File: config.mk
export PLATFORM = sky130hd
export DESIGN_NAME = rbx_exec
export DESIGN_NICKNAME = d
export VERILOG_FILES = /design/src/common/rbx_pkg.sv /design/src/hdl/rbx_decode.sv /design/src/hdl/rbx_exec.sv
export SDC_FILE = /design/constraint.sdc
export NUM_CORES = 1
export LEC_CHECK = 0
export ABC_AREA = 1
export BUFFER_PORTS_ARGS = -buffer_cell sky130_fd_sc_hd__buf_4
export CORE_MARGIN = 1
export CORE_UTILIZATION = 49
export DETAILED_ROUTE_END_ITERATION = 8
export HOLD_SLACK_MARGIN = 0.12
export PLACE_DENSITY = 0.78
export SLEW_MARGIN = 10
export SYNTH_ARGS = -nofsm -noshare
export SYNTH_HDL_FRONTEND = slang
export SYNTH_SLANG_ARGS = --single-unit
File: constraint.sdc
create_clock -name mclk_i -period 2.4 [get_ports mclk_i]
set_input_delay 0.36 -clock mclk_i [delete_from_list [all_inputs] [get_ports mclk_i]]
set_output_delay 0.36 -clock mclk_i [all_outputs]
set_load 0.005 [all_outputs]
File: src/common/rbx_pkg.sv
// Package for the relative branch execution block: opcodes, phases, widths.
// Assumes a core that feeds one instruction word per instruction cycle.
package rbx_pkg;

  // Widths
  localparam int PC_W = 21;

  // Opcode patterns and masks
  localparam logic [15:0] OPC_BNOFL_MASK = 16'hFF00;
  localparam logic [15:0] OPC_BNOFL_VAL  = 16'hE500;
  localparam logic [15:0] OPC_BNZERO_VAL = 16'hE100;
  localparam logic [15:0] OPC_BALW_MASK  = 16'hF800;
  localparam logic [15:0] OPC_BALW_VAL   = 16'hD000;

  // Field positions
  localparam int OFS8_MSB  = 7;
  localparam int OFS11_MSB = 10;

  // Target step: offset counted in words of two bytes
  localparam int WORD_SHIFT = 1;

  // Reset values
  localparam logic [20:0] PC_RST = 21'h000000;

  // Quarter phases, Gray coded along Q1..Q4
  typedef enum logic [1:0] {
    RBX_Q1 = 2'b00,
    RBX_Q2 = 2'b01,
    RBX_Q3 = 2'b11,
    RBX_Q4 = 2'b10
  } rbx_phase_t;

  // Instruction cycle kind
  typedef enum logic [1:0] {
    RBX_OP_NONE   = 2'b00,
    RBX_OP_BNOFL  = 2'b01,
    RBX_OP_BNZERO = 2'b11,
    RBX_OP_BALW   = 2'b10
  } rbx_op_t;

  // Status flags from the ALU
  typedef struct packed {
    logic ovf;
    logic zero;
  } rbx_flags_t;

  // Result towards the program counter unit
  typedef struct packed {
    logic        pc_we;
    logic [20:0] pc_val;
  } rbx_pcw_t;

endpackage : rbx_pkg

File: src/hdl/rbx_decode.sv
// Opcode decoder for the three relative branches.
// Assumes a full 16-bit instruction word at its input.
`timescale 1ns/100ps
module rbx_decode (
  input  wire logic [15:0]     instr_i,   // Instruction word
  output rbx_pkg::rbx_op_t     op_o,      // Decoded branch kind
  output logic [20:0]          disp_o     // Byte displacement 2n
);

  logic signed [20:0] n_ext;

  // Match opcodes and sign-extend offset
  always_comb
  begin
    op_o  = rbx_pkg::RBX_OP_NONE;
    n_ext = '0;
    if ((instr_i & rbx_pkg::OPC_BNOFL_MASK) == rbx_pkg::OPC_BNOFL_VAL)
    begin
      op_o  = rbx_pkg::RBX_OP_BNOFL;
      n_ext = 21'(signed'(instr_i[rbx_pkg::OFS8_MSB:0]));
    end
    else if ((instr_i & rbx_pkg::OPC_BNOFL_MASK) == rbx_pkg::OPC_BNZERO_VAL)
    begin
      op_o  = rbx_pkg::RBX_OP_BNZERO;
      n_ext = 21'(signed'(instr_i[rbx_pkg::OFS8_MSB:0]));
    end
    else if ((instr_i & rbx_pkg::OPC_BALW_MASK) == rbx_pkg::OPC_BALW_VAL)
    begin
      op_o  = rbx_pkg::RBX_OP_BALW;
      n_ext = 21'(signed'(instr_i[rbx_pkg::OFS11_MSB:0]));
    end
    disp_o = n_ext <<< rbx_pkg::WORD_SHIFT;
  end

endmodule : rbx_decode

File: src/hdl/rbx_exec.sv
// Relative branch executor: phase sequencer, condition test, PC write.
// Assumes instr_i valid from Q1 and pc_i already incremented past the branch.
`timescale 1ns/100ps
// Summary of operation
// - Opcode E5nn branches when overflow flag is zero.
// - Opcode E1nn branches when zero flag is zero.
// - Opcode D0nn-D7nn with 11-bit offset always branches.
// - Conditional offset is signed 8-bit, doubled before addition.
// - Target equals incremented PC plus twice the sign-extended offset.
// - Conditional: one cycle not taken, two cycles taken with a nop.
// - Unconditional branch always takes two cycles, second is a nop.
// - Taken branch writes the PC in phase Q4 of cycle one.
// - Not-taken branch writes nothing in Q4, PC stays incremented.
module rbx_exec (
  input  wire logic                mclk_i,    // Core clock, 100 MHz
  input  wire logic                rst_i,     // Sync reset, active high
  input  wire logic [15:0]         instr_i,   // Current instruction word
  input  wire logic [20:0]         pc_i,      // Incremented program counter
  input  wire rbx_pkg::rbx_flags_t flags_i,   // ALU status flags
  output rbx_pkg::rbx_phase_t      phase_o,   // Current quarter phase
  output logic                     flush_o,   // Nop cycle, prefetch dropped
  output logic                     cyc_end_o, // Last Q4 of an instruction
  output rbx_pkg::rbx_pcw_t        pcw_o      // PC write request
);

  // Whole state of the block
  typedef struct packed {
    rbx_pkg::rbx_phase_t phase;
    rbx_pkg::rbx_op_t    op;
    logic [20:0]         disp;
    logic                take;
    logic                nop_cyc;
    logic [1:0]          ncyc;
    rbx_pkg::rbx_pcw_t   pcw;
  } rbx_state_t;

  rbx_state_t       st_ff;
  rbx_state_t       nxt_st;
  rbx_pkg::rbx_op_t dec_op;
  logic [20:0]      dec_disp;

  rbx_decode u_decode (
    .instr_i (instr_i),
    .op_o    (dec_op),
    .disp_o  (dec_disp)
  );

  // Condition test on flags as they stand now
  function automatic logic cond_ok(input rbx_pkg::rbx_op_t op,
                                   input rbx_pkg::rbx_flags_t fl);
    case (op)
      rbx_pkg::RBX_OP_BNOFL:  cond_ok = !fl.ovf;
      rbx_pkg::RBX_OP_BNZERO: cond_ok = !fl.zero;
      rbx_pkg::RBX_OP_BALW:   cond_ok = 1'b1;
      default:                cond_ok = 1'b0;
    endcase
  endfunction : cond_ok

  // Phase sequencer and branch execution
  always_comb
  begin
    nxt_st           = st_ff;
    nxt_st.pcw.pc_we = 1'b0;
    case (st_ff.phase)
      rbx_pkg::RBX_Q1:
      begin
        nxt_st.phase = rbx_pkg::RBX_Q2;
        if (!st_ff.nop_cyc)
          nxt_st.op = dec_op;
        else
          nxt_st.op = rbx_pkg::RBX_OP_NONE;
      end
      rbx_pkg::RBX_Q2:
      begin
        nxt_st.phase = rbx_pkg::RBX_Q3;
        nxt_st.disp  = dec_disp;
      end
      rbx_pkg::RBX_Q3:
      begin
        nxt_st.phase = rbx_pkg::RBX_Q4;
        nxt_st.take  = cond_ok(st_ff.op, flags_i);
        if (cond_ok(st_ff.op, flags_i))
        begin
          nxt_st.pcw.pc_we  = 1'b1;
          nxt_st.pcw.pc_val = pc_i + st_ff.disp;
        end
      end
      rbx_pkg::RBX_Q4:
      begin
        nxt_st.phase   = rbx_pkg::RBX_Q1;
        nxt_st.nop_cyc = st_ff.take && !st_ff.nop_cyc;
        nxt_st.take    = 1'b0;
        nxt_st.ncyc    = st_ff.take ? st_ff.ncyc + 2'h1 : 2'h0;
      end
      default: nxt_st.phase = rbx_pkg::RBX_Q1;
    endcase
  end

  // State register
  always_ff @(posedge mclk_i)
  begin
    if (rst_i)
    begin
      st_ff            <= '0;
      st_ff.phase      <= rbx_pkg::RBX_Q1;
      st_ff.pcw.pc_val <= rbx_pkg::PC_RST;
    end
    else
      st_ff <= nxt_st;
  end

  // Outputs
  assign phase_o   = st_ff.phase;
  assign flush_o   = st_ff.nop_cyc;
  assign pcw_o     = st_ff.pcw;
  assign cyc_end_o = (st_ff.phase == rbx_pkg::RBX_Q4) && !st_ff.take;

  // Checks on condition, target, phases and cycle count

  property p_bnofl_taken;
    @(posedge mclk_i) disable iff (rst_i)
    (st_ff.phase == rbx_pkg::RBX_Q3 && st_ff.op == rbx_pkg::RBX_OP_BNOFL && !flags_i.ovf)
      |=> pcw_o.pc_we && pcw_o.pc_val == $past(pc_i) + $past(st_ff.disp);
  endproperty
  a_bnofl_taken: assert property (p_bnofl_taken)
    else $error("overflow-clear branch lost");

  property p_bnzero_block;
    @(posedge mclk_i) disable iff (rst_i)
    (st_ff.phase == rbx_pkg::RBX_Q3 && st_ff.op == rbx_pkg::RBX_OP_BNZERO && flags_i.zero)
      |=> !pcw_o.pc_we;
  endproperty
  a_bnzero_block: assert property (p_bnzero_block)
    else $error("nonzero branch taken on zero");

  property p_balw;
    @(posedge mclk_i) disable iff (rst_i)
    (st_ff.phase == rbx_pkg::RBX_Q3 && st_ff.op == rbx_pkg::RBX_OP_BALW) |=> pcw_o.pc_we;
  endproperty
  a_balw: assert property (p_balw) else $error("always branch not taken");

  property p_disp_even;
    @(posedge mclk_i) disable iff (rst_i)
    pcw_o.pc_we |-> $past(st_ff.disp[0]) == 1'b0;
  endproperty
  a_disp_even: assert property (p_disp_even) else $error("odd displacement");

  property p_we_q4;
    @(posedge mclk_i) disable iff (rst_i)
    pcw_o.pc_we |-> st_ff.phase == rbx_pkg::RBX_Q4 && !flush_o;
  endproperty
  a_we_q4: assert property (p_we_q4) else $error("PC write outside Q4");

  property p_nop_follows;
    @(posedge mclk_i) disable iff (rst_i)
    pcw_o.pc_we |=> flush_o [*4] ##1 !flush_o;
  endproperty
  a_nop_follows: assert property (p_nop_follows) else $error("no single nop cycle");

  property p_two_cycles;
    @(posedge mclk_i) disable iff (rst_i)
    cyc_end_o |-> st_ff.ncyc <= 2'h1;
  endproperty
  a_two_cycles: assert property (p_two_cycles) else $error("branch too long");

  property p_no_write_untaken;
    @(posedge mclk_i) disable iff (rst_i)
    (st_ff.phase == rbx_pkg::RBX_Q4 && !st_ff.take) |-> !pcw_o.pc_we;
  endproperty
  a_no_write_untaken: assert property (p_no_write_untaken) else $error("untaken write");

  property p_phase_walk;
    @(posedge mclk_i) disable iff (rst_i)
    phase_o == rbx_pkg::RBX_Q1 |=> phase_o == rbx_pkg::RBX_Q2 ##1 phase_o == rbx_pkg::RBX_Q3;
  endproperty
  a_phase_walk: assert property (p_phase_walk) else $error("phase order broken");

  property p_bnofl_block;
    @(posedge mclk_i) disable iff (rst_i)
    (st_ff.phase == rbx_pkg::RBX_Q3 && st_ff.op == rbx_pkg::RBX_OP_BNOFL && flags_i.ovf)
      |=> !pcw_o.pc_we;
  endproperty
  a_bnofl_block: assert property (p_bnofl_block)
    else $error("overflow-clear branch taken on overflow");

  property p_bnzero_taken;
    @(posedge mclk_i) disable iff (rst_i)
    (st_ff.phase == rbx_pkg::RBX_Q3 && st_ff.op == rbx_pkg::RBX_OP_BNZERO && !flags_i.zero)
      |=> pcw_o.pc_we;
  endproperty
  a_bnzero_taken: assert property (p_bnzero_taken)
    else $error("nonzero branch lost");

  property p_target;
    @(posedge mclk_i) disable iff (rst_i)
    pcw_o.pc_we |-> pcw_o.pc_val == $past(pc_i) + $past(st_ff.disp);
  endproperty
  a_target: assert property (p_target)
    else $error("branch target wrong");

  property p_disp_range;
    @(posedge mclk_i) disable iff (rst_i)
    (st_ff.phase == rbx_pkg::RBX_Q3 &&
     (st_ff.op == rbx_pkg::RBX_OP_BNOFL || st_ff.op == rbx_pkg::RBX_OP_BNZERO))
      |-> st_ff.disp[20:9] == {12{st_ff.disp[8]}} && !st_ff.disp[0];
  endproperty
  a_disp_range: assert property (p_disp_range)
    else $error("conditional offset out of range");

  property p_nop_idle;
    @(posedge mclk_i) disable iff (rst_i)
    (flush_o && phase_o != rbx_pkg::RBX_Q1) |-> st_ff.op == rbx_pkg::RBX_OP_NONE;
  endproperty
  a_nop_idle: assert property (p_nop_idle)
    else $error("instruction decoded in nop cycle");

  property p_val_hold;
    @(posedge mclk_i) disable iff (rst_i)
    !pcw_o.pc_we |-> $stable(pcw_o.pc_val);
  endproperty
  a_val_hold: assert property (p_val_hold)
    else $error("target changed without write");

  c_taken:   cover property (@(posedge mclk_i) disable iff (rst_i) pcw_o.pc_we);
  c_untaken: cover property (@(posedge mclk_i) disable iff (rst_i)
    st_ff.phase == rbx_pkg::RBX_Q4 && st_ff.op != rbx_pkg::RBX_OP_NONE && !st_ff.take);
  c_balw:    cover property (@(posedge mclk_i) disable iff (rst_i)
    st_ff.op == rbx_pkg::RBX_OP_BALW && pcw_o.pc_we);
  c_bnzero:  cover property (@(posedge mclk_i) disable iff (rst_i)
    st_ff.op == rbx_pkg::RBX_OP_BNZERO && pcw_o.pc_we);
  c_nop_skip: cover property (@(posedge mclk_i) disable iff (rst_i)
    flush_o && phase_o == rbx_pkg::RBX_Q1 && dec_op != rbx_pkg::RBX_OP_NONE);

endmodule : rbx_exec

==> impl_metrics.toml <==
[global_routing]
number_of_antenna_violations_at_the_first_check_in_global_routing = 0
total_gr_overflow = 0
largest_net_degree_at_the_start_of_global_routing = 26
first_global_vias = 2625
grt_first_pass_wirelength_um = 11600
grtUsageTotal = 0.240

[clock_network]
clock_latency_ps = 300
cts_setup_buffers = 0
clockBufferDepth = 2
clock_tree.htree_level_count = 2
clk_root_buffer_cell = "sky130_fd_sc_hd__clkbuf_8"
clock_sinks = 39
tritoncts_clock_tree = "done"
clk_transition_reported_paths_ps = 90
post_cts.resized_instances = 0
numCtsBuffers = 5
ctsHoldBuffers = 0

[setup_path]
critical_path_required_ps = 2600
timing.critical_path.cells = "ha_1 -> a21oi_1 -> nand2_1 -> a21oi_1 -> nand2_1 -> nand2_1 -> nand3_1 -> nand2_1 -> inv_1"
crit_path_end_kind = "register"
crit-reg2reg-launch = "st_ff[45]$_SDFFE_PP0P_"
critPathLaunchType = "register"
cp_common_cell = "sky130_fd_sc_hd__nand2_1"
setup_slack_on_the_worst_flop_to_flop_path_ps = 390
r2r_endpoint = "pcw_o[16]$_SDFFE_PP0P_"
cp.arrival_ps = 2210
crit_path_max_fanout = 11
ff2ff_path_depth = 9
highest_cell_delay_on_the_worst_timing_path_ps = 600
cp_slowest_cell = "sky130_fd_sc_hd__dfxtp_1"
crit_type = "register to register"

[flow_run]
maxCapViolCount = 0

[cells_and_area]
multi_input_comb_area_sq_um = 1620
layout.cells.most_common_list = "127 x sky130_fd_sc_hd__nand2_1, 69 x sky130_fd_sc_hd__buf_4, 60 x sky130_fd_sc_hd__inv_1"
final_common_cell = "sky130_fd_sc_hd__nand2_1"
number_of_nets_in_the_final_layout = 547
final_util = 0.601
area.sequential_sq_um = 781
finish.instance_area_sq_um = 3350
post_route_cells_drive_above_1_share = 0.193
antenna-diode-count = 0
layout.filler_cells = 560
area_growth_syn_to_layout_pct = 17.3

[detailed_routing]
detailedRoute.firstPassIterationCount = 6
route.final.wire_length_um = 6720
drt-initial-drc-count = 127
vias = 2811
antenna_violating_nets_post_route = 0
viasPerCell = 5.03
drc = 0
drt-wirelength-per-cell_um = 12.0

[sta]
setup-violations-final = 0
final.setup.worst_slack_ps = 390
rsz0062_at_grt = "no"
timing.fmax_mhz = 497
timing.clock.skew_ps = 12.1
tightestPinTransition_ps = 441
layout_min_cycle_time_ps = 2010
timing.setup.tns_ps = 0
slew_viol_final = 0
timing_hold_violations_final = 0
finalCritPeriodShare = 0.838
max-slew-margin-rel = 0.706

[synth]
synth_compound_gate_area_share = 0.133
synth.yosys.seq_area_share = 0.273
synth-simple-area-share = 0.319
mapped_nets = 505
share_of_the_synthesized_area_in_the_top_cell_type = 0.273
synth-adder-area-share = 0.0902
synth.cell_area_sq_um = 2860
multiplexer_fraction_of_the_synthesized_cell_area = 0
ys_ff_latch = 39
synthXorXnorAreaFrac = 0.0245
post_synth_main_area_contributors = "sky130_fd_sc_hd__dfxtp_1 27%, sky130_fd_sc_hd__nand2_1 17%, sky130_fd_sc_hd__ha_1 8.3%"
synthCells = 444
synthesis.area_per_instance_sq_um = 6.44
synth-warning-count = 0
synth_largest_area_cell = "sky130_fd_sc_hd__dfxtp_1"
ys_types = 33
main_combinational_cell_family_by_area_after_synthesis = "simple AND/OR/NAND/NOR gates"

[pwr]
clock_network_power_share = 0.354
netSwitchingPower_uw = 499
power_frac_comb = 0.237
power-per-cell-area_nw_per_um2 = 496
power.share.switching = 0.300
p_total_uw = 1660
pwr-share-seq = 0.409
worst_ir_drop_vdd_mv = 0.329
internal_power_summed_over_all_cells_uw = 1160
power_leakage_uw = 0.00186

[min_path]
timing.hold.worst_path_depth = 2
hold_path.class = "primary input to register"
hold_path.startpoint = "rst_i"
timing.hold.worst_endpoint = "st_ff[48]$_SDFFE_PP0N_"

[floorplanning]
io_pins = 67
die_height_um = 78.4
fp-row-count = 27
die_area_sq_um = 6140
fp.dieW_um = 78.4
core_sq_um = 5570
floorplan.initialDensity = 0.513

[placement]
detailed_place.area_sq_um = 3230
place.gp.congestion = 0.908
port_buffers = 66
detailed_placer_s_ending_hpwl_um = 5260
dp_worst_setup_slack_ps = 401

[outcome]
status = "finished clean"
## routing by layer
layer  GRT usage  vias to the layer above  wire length, um
li1            -                     1465                -
met1       0.308                     1254             3100
met2       0.402                       80             3100
met3      0.0442                       12              389
met4      0.0833                        0              126
met5           0                        -                0
## power by group through the flow
stage	clock network [uW]	logic, uW	registers [uW]
4_1_cts	602	391	680
5_1_grt	626	443	683
6_report	589	394	680
2_1_floorplan	0	269	690
3_3_place_gp	0	383	695
3_5_place_dp	0	388	695
## area by class of cell
cell class | count | share of cell area
clock buffer | 6 | 0.0246
sequential | 39 | 0.233
tap | 72 | 0.0269
timing repair buffer | 69 | 0.155
multi-input combinational | 311 | 0.483
inverter | 60 | 0.0672
clock inverter | 2 | 0.0105
## worst max-delay path, delay by kind of cell (launching register included)
| family | cells | cell delay, ps |
|---|---|---|
| AO/OA/AOI/OAI | 2 | 440 |
| adder cells (fa/ha/maj) | 1 | 380 |
| flip-flops | 1 | 600 |
| buffers and inverters | 1 | 40 |
| AND/OR/NAND/NOR | 5 | 440 |
## stage by stage
step           cells  hold WS (ps)
2_1_floorplan    444           443
3_3_place_gp     551           462
3_5_place_dp     551           463
4_1_cts          559           273
5_1_grt          559           274
6_report         559           280
## Yosys cell counts
master,number
sky130_fd_sc_hd__a211oi_1,1
sky130_fd_sc_hd__a21o_1,1
sky130_fd_sc_hd__a21oi_1,35
sky130_fd_sc_hd__a21oi_2,1
sky130_fd_sc_hd__a31o_2,2
sky130_fd_sc_hd__a31oi_1,1
sky130_fd_sc_hd__and2_1,3
sky130_fd_sc_hd__buf_1,1
sky130_fd_sc_hd__buf_2,5
sky130_fd_sc_hd__buf_4,26
sky130_fd_sc_hd__clkbuf_1,2
sky130_fd_sc_hd__dfxtp_1,39
sky130_fd_sc_hd__fa_1,1
sky130_fd_sc_hd__ha_1,19
sky130_fd_sc_hd__inv_1,60
sky130_fd_sc_hd__nand2_1,127
sky130_fd_sc_hd__nand2_2,5
sky130_fd_sc_hd__nand3_1,28
sky130_fd_sc_hd__nand3_2,2
sky130_fd_sc_hd__nand4_1,1
sky130_fd_sc_hd__nor2_1,37
sky130_fd_sc_hd__nor2_2,3
sky130_fd_sc_hd__nor2_4,2
sky130_fd_sc_hd__nor3b_1,1
sky130_fd_sc_hd__nor3b_2,1
sky130_fd_sc_hd__nor4_2,1
sky130_fd_sc_hd__o211ai_1,1
sky130_fd_sc_hd__o21ai_0,25
sky130_fd_sc_hd__o21ai_1,2
sky130_fd_sc_hd__o21bai_1,2
sky130_fd_sc_hd__or2_1,1
sky130_fd_sc_hd__xnor2_1,5
sky130_fd_sc_hd__xor2_1,3
## how the worst max path moves through the flow
| stage | depth (start not counted) | start | to |
|---|---|---|---|
| after global placement | 13 | pc_i[1] | pcw_o[17]$_SDFFE_PP0P_ |
| after detailed placement | 13 | pc_i[1] | pcw_o[13]$_SDFFE_PP0P_ |
| after floorplan | 12 | pc_i[1] | pcw_o[17]$_SDFFE_PP0P_ |
| after global routing | 11 | st_ff[45]$_SDFFE_PP0P_ | pcw_o[16]$_SDFFE_PP0P_ |
| after CTS | 11 | st_ff[45]$_SDFFE_PP0P_ | pcw_o[16]$_SDFFE_PP0P_ |
| final | 9 | st_ff[45]$_SDFFE_PP0P_ | pcw_o[16]$_SDFFE_PP0P_ |
## cell families (layout without fill, tap and decap cells)
family                   Yosys count  in the layout
AO/OA/AOI/OAI                     71             71
AND/OR/NAND/NOR                  212            212
XOR/XNOR                           8              8
flip-flops                        39             39
buffers and inverters             94            137
adder cells (fa/ha/maj)           20             20
## registers in the layout, summed over array words and instances (netlist names)
signal,cells
flush_o,1
pcw_o,22
phase_o,2
st_ff,14
(Power assumes the default switching activity.)
